`src/shared/ram_port_pkg.sv`:
```
// Shared widths, reset values and control bundle for one synchronous RAM port.
package ram_port_pkg;
    localparam int ADDR_W = 17;
    localparam int DATA_W = 9;

    typedef logic [ADDR_W-1:0] addr_t;
    typedef logic [DATA_W-1:0] data_t;

    localparam addr_t ADDR_ZERO  = 17'h00000;
    localparam addr_t ADDR_STEP  = 17'h00001;
    localparam data_t DATA_RESET = 9'h000;

    // Port control pins, all sampled on the rising clock edge.
    typedef struct packed {
        logic select_low_active_n;
        logic select_high_active;
        logic read_write_n;
        logic address_load_strobe_n;
        logic count_advance_n;
        logic count_clear_n;
    } ctrl_s;
endpackage

```
`src/rtl/ram_port_ctrl.sv`:
```
// Port control of a synchronous dual-port RAM: input registers, counter, write pulse and output drive.
`timescale 1ns/1ns
module ram_port_ctrl (
    input  wire logic                 CLOCK,
    input  wire logic                 ARST_N,
    input  wire ram_port_pkg::ctrl_s  CTRL,
    input  wire ram_port_pkg::addr_t  ADDRESS,
    input  wire ram_port_pkg::data_t  DQ_IN,
    output ram_port_pkg::data_t       DQ_OUT,
    output logic                      DQ_OE,
    input  wire logic                 OUTPUT_ENABLE_N,
    input  wire logic                 LATENCY_SELECT,
    output ram_port_pkg::addr_t       ARRAY_ADDR,
    output logic                      ARRAY_WR_STROBE,
    output ram_port_pkg::data_t       ARRAY_WR_DATA,
    input  wire ram_port_pkg::data_t  ARRAY_RD_DATA,
    output logic                      POWER_DOWN
);
    import ram_port_pkg::*;

    logic  selected;
    logic  sel_q;
    logic  write_q;
    logic  read_q;
    logic  read_pipe_q;
    data_t wr_data_q;
    data_t rd_pipe_q;
    logic  drive_active;

    // Both chip enables must be active for the port to be selected.
    assign selected = !CTRL.select_low_active_n && CTRL.select_high_active;

    port_addr_counter counter_i (
        .CLOCK    (CLOCK),
        .ARST_N   (ARST_N),
        .CLEAR    (!CTRL.count_clear_n),
        .LOAD     (!CTRL.address_load_strobe_n),
        .ADVANCE  (!CTRL.count_advance_n),
        .EXT_ADDR (ADDRESS),
        .ADDR     (ARRAY_ADDR)
    );
    // The counter register already holds the loaded address after a load edge.

    // Chip select register also drives the standby indication.
    always_ff @(posedge CLOCK or negedge ARST_N) begin
        if (!ARST_N) begin
            sel_q <= 1'b0;
        end else begin
            sel_q <= selected;
        end
    end

    assign POWER_DOWN = !sel_q;

    // Write data and write cycle registers; the strobe lasts exactly one clock per write.
    always_ff @(posedge CLOCK or negedge ARST_N) begin
        if (!ARST_N) begin
            write_q   <= 1'b0;
            wr_data_q <= DATA_RESET;
        end else begin
            write_q   <= selected && !CTRL.read_write_n;
            wr_data_q <= DQ_IN;
        end
    end

    assign ARRAY_WR_STROBE = write_q;
    assign ARRAY_WR_DATA   = wr_data_q;

    // Read activity is tracked one and two edges back for the two output latencies.
    always_ff @(posedge CLOCK or negedge ARST_N) begin
        if (!ARST_N) begin
            read_q      <= 1'b0;
            read_pipe_q <= 1'b0;
        end else begin
            read_q      <= selected && CTRL.read_write_n;
            read_pipe_q <= read_q;
        end
    end

    // Extra output register used only in pipelined mode.
    always_ff @(posedge CLOCK or negedge ARST_N) begin
        if (!ARST_N) begin
            rd_pipe_q <= DATA_RESET;
        end else begin
            rd_pipe_q <= ARRAY_RD_DATA;
        end
    end

    // Pipelined mode also needs the select registered at the last edge, so a deselect floats at once
    // while reselecting needs two selected cycles before the drivers return.
    always_comb begin
        if (LATENCY_SELECT) begin
            drive_active = read_pipe_q && sel_q;
        end else begin
            drive_active = read_q;
        end
    end

    // Flow-through data comes straight from the array read path to keep its latency.
    assign DQ_OUT = LATENCY_SELECT ? rd_pipe_q : ARRAY_RD_DATA;
    assign DQ_OE  = drive_active && !OUTPUT_ENABLE_N;
endmodule

```
`src/rtl/port_addr_counter.sv`:
```
// Internal address register of one port with clear, load and advance.
`timescale 1ns/1ns
module port_addr_counter (
    input  wire logic                 CLOCK,
    input  wire logic                 ARST_N,
    input  wire logic                 CLEAR,
    input  wire logic                 LOAD,
    input  wire logic                 ADVANCE,
    input  wire ram_port_pkg::addr_t  EXT_ADDR,
    output ram_port_pkg::addr_t       ADDR
);
    import ram_port_pkg::*;

    addr_t addr_q;

    // Clear beats load, load beats advance; no change holds the address.
    always_ff @(posedge CLOCK or negedge ARST_N) begin
        if (!ARST_N) begin
            addr_q <= ADDR_ZERO;
        end else if (CLEAR) begin
            addr_q <= ADDR_ZERO;
        end else if (LOAD) begin
            addr_q <= EXT_ADDR;
        end else if (ADVANCE) begin
            addr_q <= addr_q + ADDR_STEP;
        end
    end

    assign ADDR = addr_q;
endmodule

```
`config.mk`:
```
export PLATFORM = sky130hd
export DESIGN_NAME = ram_port_ctrl
export DESIGN_NICKNAME = d
export VERILOG_FILES = /design/src/shared/ram_port_pkg.sv /design/src/rtl/ram_port_ctrl.sv /design/src/rtl/port_addr_counter.sv
export SDC_FILE = /design/constraint.sdc
export NUM_CORES = 1
export LEC_CHECK = 0
export ABC_AREA = 1
export BUFFER_PORTS_ARGS = -buffer_cell sky130_fd_sc_hd__clkbuf_2
export CAP_MARGIN = 5
export CORE_MARGIN = 5
export CORE_UTILIZATION = 40
export DETAILED_ROUTE_END_ITERATION = 8
export MAX_ROUTING_LAYER = met4
export PLACE_DENSITY = 0.69
export SETUP_SLACK_MARGIN = 0.15
export SLEW_MARGIN = 20
export SYNTH_ARGS = -nofsm -noshare
export SYNTH_HDL_FRONTEND = slang
export SYNTH_SLANG_ARGS = --single-unit
```
`constraint.sdc`:
```
create_clock -name CLOCK -period 3.6 [get_ports CLOCK]
set_clock_uncertainty 0.15 [all_clocks]
set_input_delay 0.72 -clock CLOCK [delete_from_list [all_inputs] [get_ports CLOCK]]
set_output_delay 0.72 -clock CLOCK [all_outputs]
set_load 0.02 [all_outputs]
```
==> results of run 1 <==
## cell type report
type | count | area [µm²]
clock buffers | 5 | 68.8
clock inverters | 3 | 20.0
fillers | 490 | 2260
inverters | 27 | 101
multi-input cells | 169 | 838
flip-flops and latches | 39 | 976
well taps | 67 | 83.8
repair buffers | 82 | 410
## through the flow
| step | util | worst slack [ns] | std cells |
|---|---|---|---|
| global route | 0.526 | 1.11 | 392 |
| global placement | 0.507 | 1.10 | 384 |
| finish | 0.526 | 1.24 | 392 |
| floorplan | - | 1.24 | 241 |
| CTS | 0.526 | 1.23 | 392 |
| detailed placement | 0.507 | 1.05 | 384 |
## cell families after synthesis
| logic type | share of synthesized area |
|---|---|
| and+or+nand+nor | 0.286 |
| DFF | 0.495 |
| buffers and inverters | 0.0799 |
| AOI/OAI and AO/OA | 0.0590 |
| muxes | 0.0565 |
| xor gates and xnor gates | 0.0178 |
| adders and majority gates | 0.00634 |
## layer usage
layer | wire length [µm] | share of wire
met5 | 0 | 0
met4 | 61 | 0.013
met3 | 407 | 0.084
met2 | 2250 | 0.47
met1 | 2110 | 0.44
## state kept, by name, indices dropped and copies added (netlist names)
name / flops
counter_i.ADDR: 17
ARRAY_WR_DATA: 9
rd_pipe_q: 9
ARRAY_WR_STROBE: 1
read_pipe_q: 1
read_q: 1
sel_q: 1
## layout by cell type (no fill, tap or decap)
cell type	netlist	final
nor2_1	34	34
clkinvlp_4	0	2
nor2_4	1	1
dfrtp_1	39	39
nor3_1	1	1
a211oi_1	1	1
o21ai_0	11	11
nand4_1	2	2
inv_1	26	26
nand2_1	70	70
o22ai_1	2	2
nor3_4	1	1
xor2_1	4	4
o21ai_1	3	3
ha_1	1	1
clkbuf_8	1	5
nor3b_1	1	1
nand3_1	19	19
nor2_2	3	3
o211ai_1	1	1
clkinv_2	0	1
clkbuf_2	0	81
buf_2	1	1
inv_2	1	1
a21oi_1	2	2
or2_2	1	1
mux2_2	9	9
mux2i_1	1	1
o21ai_2	1	1
## worst max-delay path: stages
cell      delay [ns]
clkbuf_2        0.23
mux2_2          0.38
clkbuf_2        0.16
## power breakdown
part	internal [µW]	total [µW]	switching, µW	leakage (µW)
Combinational	66.6	175	108	0.000811
Sequential	464	491	26.5	0.000486
Clock	135	302	167	0.0000402
## synth_stat cells
| library cell | n |
|---|---|
| nand4_1 | 2 |
| nor3b_1 | 1 |
| clkbuf_1 | 1 |
| nand2_1 | 70 |
| nor3_1 | 1 |
| mux2i_1 | 1 |
| nor2_2 | 3 |
| nor2_4 | 1 |
| a211oi_1 | 1 |
| xor2_1 | 4 |
| ha_1 | 1 |
| or2_2 | 1 |
| nand3_1 | 19 |
| o211ai_1 | 1 |
| a21oi_1 | 2 |
| dfrtp_1 | 39 |
| buf_6 | 3 |
| nor3_4 | 1 |
| o21ai_0 | 11 |
| o22ai_1 | 2 |
| inv_1 | 26 |
| clkbuf_8 | 1 |
| inv_2 | 1 |
| buf_2 | 1 |
| o21ai_1 | 3 |
| mux2_2 | 9 |
| nor2_1 | 34 |
| o21ai_2 | 1 |
## worst paths after layout
check,start,end,slack (ns),cells after the start
min in group asynchronous,ARST_N,counter_i.ADDR[4],0.37,1
worst max-delay path,LATENCY_SELECT,DQ_OUT[4],1.24,3
max in group asynchronous,ARST_N,rd_pipe_q[1],2.40,1
worst min-delay path,read_q,read_pipe_q,0.24,0
worst max register to register,counter_i.ADDR[0],counter_i.ADDR[12],1.88,8
worst min register to register,read_q,read_pipe_q,0.24,0
==> impl_results.md, run 1 <==
* Starting Density at 0.415
* First-pass GRT wire length at 7910 µm
* Max-slew headroom at 0.440
* Max Clk Rate at 424 MHz
* Setup violators final at 0
* Worst Tran Pin Value at 0.840 ns
* RSZ-0062 raised after global routing: false
* Routed via count at 1822
* Met2 Usage GRT at 0.252
* Die height at 80.2 µm
* Total GRT Usage at 0.163
* Cts bufs inserted at 5
* Gr busiest metal: met2
* Clock-pin slew on the worst setup and hold paths at 0.08 ns
* Remaining DRCs at 0
* Flop and latch count out of synthesis at 39
* Max-Cap Viols at 0
* Detail Route Antenna Nets at 0
* Hold buffer count at cts at 0
* Gpl congestion at 0.888
* Pwr Total at 967 µW
* Placed cell areas at 0.00241 mm²
* Critical path class: primary input to output pin
* Die Wd at 80.2 µm
* Nets at 370
* Sum of negative setup slack at 0 ns
* Post-CTS Repair Setup Buffers at 0
* Grt total ovfl at 0
* Final wirelength at 4830 µm
* Final Hold Fails at 0
* VDD IR max at 0.000234 V
* WP data arrival at roughly 1.5 ns
* Fin. max-slew vios at 0
* H-Tree Depth at 2
* Wire per inst at 12.3 µm
* Top cell type's share of synthesized area at 0.495
* Crit path max fanout at 11
* Share of cells above drive strength 1 at 0.329
* Starting DRT DRC Count at roughly 100
* Avg Synthesized Cell Area at 8.18 µm²
* CP startpoint kind: primary input
* Synthesis-to-layout area growth at 26.7%
* Root buf cell: clkbuf_8
* Post-detail-place hpwl at 3680 µm
* Post-synthesis cell count at 241
* Insertion delay to the later sink of the worst-skew pair at 0.30 ns
* Netlist cell types at 28
* Die area at 0.00643 mm²
* WHS at between 0.2 and 0.25 ns
* PortBufs at 82
* Final Cycle Share at 0.655
* Met1 global-route usage at 0.207
* Post-synth top area cell: dfrtp_1
* Initial antenna violation count at 0
* Core Box Area at 0.00475 mm²
* Largest net degree at the start of global routing at 40
* Worst min path class: flop to flop
* Cell Rows at 25
* Post-CTS Resized at 0
* Register area share after synthesis at 0.495
* Min Tclk post-route at 2.36 ns
* Power per cell area at 387 mW/mm²
* I/O pins at 83
* TritonRoute pass-1 iters at 4
* CTS Sinks at 39
* Crit path capture type: output pin
* Vias per cell at 4.65
* Pleak at 0.00134 µW
* Post-route cell area at 0.00250 mm²
* Synth warn at 0
* Antenna diodes at 0
* Clock tree buffer depth at 2
* Syn_nets at 287
* Post-Syn Area at 0.00197 mm²
* WP data required at 2.73 ns
* Vias in the first global route at 1717
* Outcome: complete, no violations
* Synth top area cells: dfrtp_1, nand2_1, nor2_1
* GR Util met3 at 0.0437
* CTS tree: done
Power figures use the tool's default switching activity.
==> inputs of run 2 (changes only) <==
==> constraint.sdc (replaced) <==
create_clock -name CLOCK -period 2.45 [get_ports CLOCK]
set_clock_uncertainty 0.15 [all_clocks]
set_input_delay 0.49 -clock CLOCK [delete_from_list [all_inputs] [get_ports CLOCK]]
set_output_delay 0.49 -clock CLOCK [all_outputs]
set_load 0.02 [all_outputs]
==> run 2 against run 1 <==
Against the previous run: core utilization increased by 0.97 points; total power increased by 57%; register-to-register slack got worse by 1.1 ns; largest cell class unchanged.
==> impl_results.md, run 2 (synthesis results as in run 1) <==
* Outcome: complete, no violations (unchanged)
* Placed Cells at 387 (was 384)
* Worst Tran Pin Value at 0.577 ns (was 0.840 ns)
* Initial antenna violation count at 0 (unchanged)
* Insertion delay to the later sink of the worst-skew pair at 0.29 ns (was 0.30 ns)
* WHS at 0.0840 ns (was 0.239 ns)
* Pleak at 0.00137 µW (was 0.00134 µW)
* Share of cells above drive strength 1 at 0.335 (was 0.329)
* WP data required at 1.81 ns (was 2.73 ns)
* Root buf cell: clkbuf_8 (unchanged)
* Nets at 373 (was 370)
* Cell Rows at 25 (unchanged)
* Final std cells w/o fill at 395 (was 392)
* Synthesis-to-layout area growth at 29.1% (was 26.7%)
* CP max-delay cell: mux2_2 (unchanged)
* VDD IR max at 0.000321 V (was 0.000234 V)
* Met2 Usage GRT at 0.263 (was 0.252)
* Die height at 80.2 µm (unchanged)
* Remaining DRCs at 0 (unchanged)
* Starting Density at 0.415 (unchanged)
* Crit path max fanout at 11 (unchanged)
* PortBufs at 82 (unchanged)
* Largest register FFs at 17 (unchanged)
* Grt total ovfl at 0 (unchanged)
* Fin. max-slew vios at 0 (unchanged)
* Worst min path class: primary input to async pin (was flop to flop)
* Routed via count at 1831 (was 1822)
* Total GRT Usage at 0.163 (about the same)
* CTS tree: done (unchanged)
* Max-slew headroom at 0.614 (was 0.440)
* Sum of negative setup slack at 0 ns (unchanged)
* Antenna diodes at 0 (unchanged)
* CP top delay family: buffers and inverters (unchanged)
* Cts bufs inserted at 5 (unchanged)
* TritonRoute pass-1 iters at 4 (unchanged)
* CP most frequent cell: clkbuf_2 (unchanged)
* CP max stage delay at 0.38 ns (about the same)
* CP startpoint kind: primary input (unchanged)
* WP data arrival at 1.27 ns (was 1.49 ns)
* Wire per inst at 11.8 µm (was 12.3 µm)
* Buf/Inv on CP at 2 (unchanged)
* Final core occ at 0.535 (was 0.526)
* Post-detail-place hpwl at 3570 µm (was 3680 µm)
* Critical path cell sequence: clkbuf_2 > mux2_2 > clkbuf_2 (unchanged)
* Power per cell area at 597 mW/mm² (was 387 mW/mm²)
* Most frequent cells in the layout: clkbuf_2, nand2_1, dfrtp_1 (unchanged)
* Max Clk Rate at 524 MHz
* RSZ-0062 raised after global routing: false (unchanged)
* Final Cycle Share at 0.779
* Die Wd at 80.2 µm (unchanged)
* Met1 global-route usage at 0.198 (was 0.207)
* Core Box Area at 0.00475 mm² (unchanged)
* Post-CTS Repair Setup Buffers at 0 (unchanged)
* H-Tree Depth at 2 (unchanged)
* Die area at 0.00643 mm² (unchanged)
* GR Util met3 at 0.0404 (was 0.0437)
* Final Hold Fails at 0 (unchanged)
* Worst Reg-to-Reg Cells at 8 (unchanged)
* Crit path capture type: output pin (unchanged)
* Detail Route Antenna Nets at 0 (unchanged)
* Min Tclk post-route at about 1.9 ns
* Most common cell after layout, fill and taps aside: clkbuf_2 (unchanged)
* CTS Sinks at 39 (unchanged)
* Gr busiest metal: met2 (unchanged)
* WP depth at 3 (unchanged)
* Gpl congestion at 0.842 (was 0.888)
* Critical path class: primary input to output pin (unchanged)
* Setup violators final at 0 (unchanged)
* Hold buffer count at cts at 0 (unchanged)
* Max-Cap Viols at 0 (unchanged)
* Vias in the first global route at 1866 (was 1717)
* Final wirelength at 4660 µm (was 4830 µm)
* Vias per cell at 4.64 (was 4.65)
* Clock tree buffer depth at 2 (unchanged)
* Post-CTS Resized at 0 (unchanged)
* Starting DRT DRC Count at 59 (was 102)
* Largest net degree at the start of global routing at 40 (unchanged)
* Clock-pin slew on the worst setup and hold paths at 0.08 ns (about the same)
* First-pass GRT wire length at 8110 µm (was 7910 µm)
* I/O pins at 83 (unchanged)
==> run 2: cell count changes in the layout (fill, tap and decap cells not counted) <==
cell,previous run,this run
buf_2,1,0
buf_4,0,3
bufinv_16,0,1
clkbuf_2,81,82
clkinv_4,0,1
clkinvlp_4,2,0
==> run 2: layout make-up <==
cell class | instances | area [µm²]
Inverter | 27 | 101
Fill cell | 479 | 2210
Timing Repair Buffer | 85 | 433
Multi-Input combinational cell | 169 | 838
Clock inverter | 3 | 43.8
Tap cell | 67 | 83.8
Clock buffer | 5 | 68.8
Sequential cell | 39 | 976
==> run 2: power breakdown <==
group	leakage, µW	total (µW)	switching [µW]	internal (µW)
Sequential	0.000486	720	37.6	682
Clock	0.0000581	538	235	303
Combinational	0.000825	261	160	101
==> run 2: metal layers <==
| metal | wire (µm) | vias to the layer above |
|---|---|---|
| met5 | 0 | - |
| met4 | 97 | 0 |
| met3 | 327 | 9 |
| met2 | 2150 | 66 |
| met1 | 2090 | 824 |
| li1 | - | 932 |
==> run 2: per-stage QoR <==
step                      total power [µW]  setup slack (ns)  area, µm²
after detailed placement               998             0.540       2430
after CTS                             1540             0.536       2540
after floorplan                        883             0.549       1970
after global routing                  1600             0.464       2540
after global placement                 993             0.583       2430
final                                 1520             0.543       2540
==> run 2: worst register-to-register path: stages, from the launching register on <==
cell and delay [ns]:
dfrtp_1 0.42, ha_1 0.23, nand2_1 0.09, nor2_1 0.16, nand2_1 0.16, o21ai_0 0.18
nand3_1 0.09, nand2_1 0.07, nand2_1 0.04
==> run 2: worst paths after layout <==
check / startpoint / endpoint / slack (ns)
max: LATENCY_SELECT / DQ_OUT[2] / 0.54
min: ARST_N / counter_i.ADDR[2] / 0.08
max reg2reg: counter_i.ADDR[0] / counter_i.ADDR[12] / 0.75
min reg2reg: read_q / read_pipe_q / 0.23
max in group asynchronous: ARST_N / counter_i.ADDR[9] / 1.72
min in group CLOCK: DQ_IN[5] / ARRAY_WR_DATA[5] / 0.15
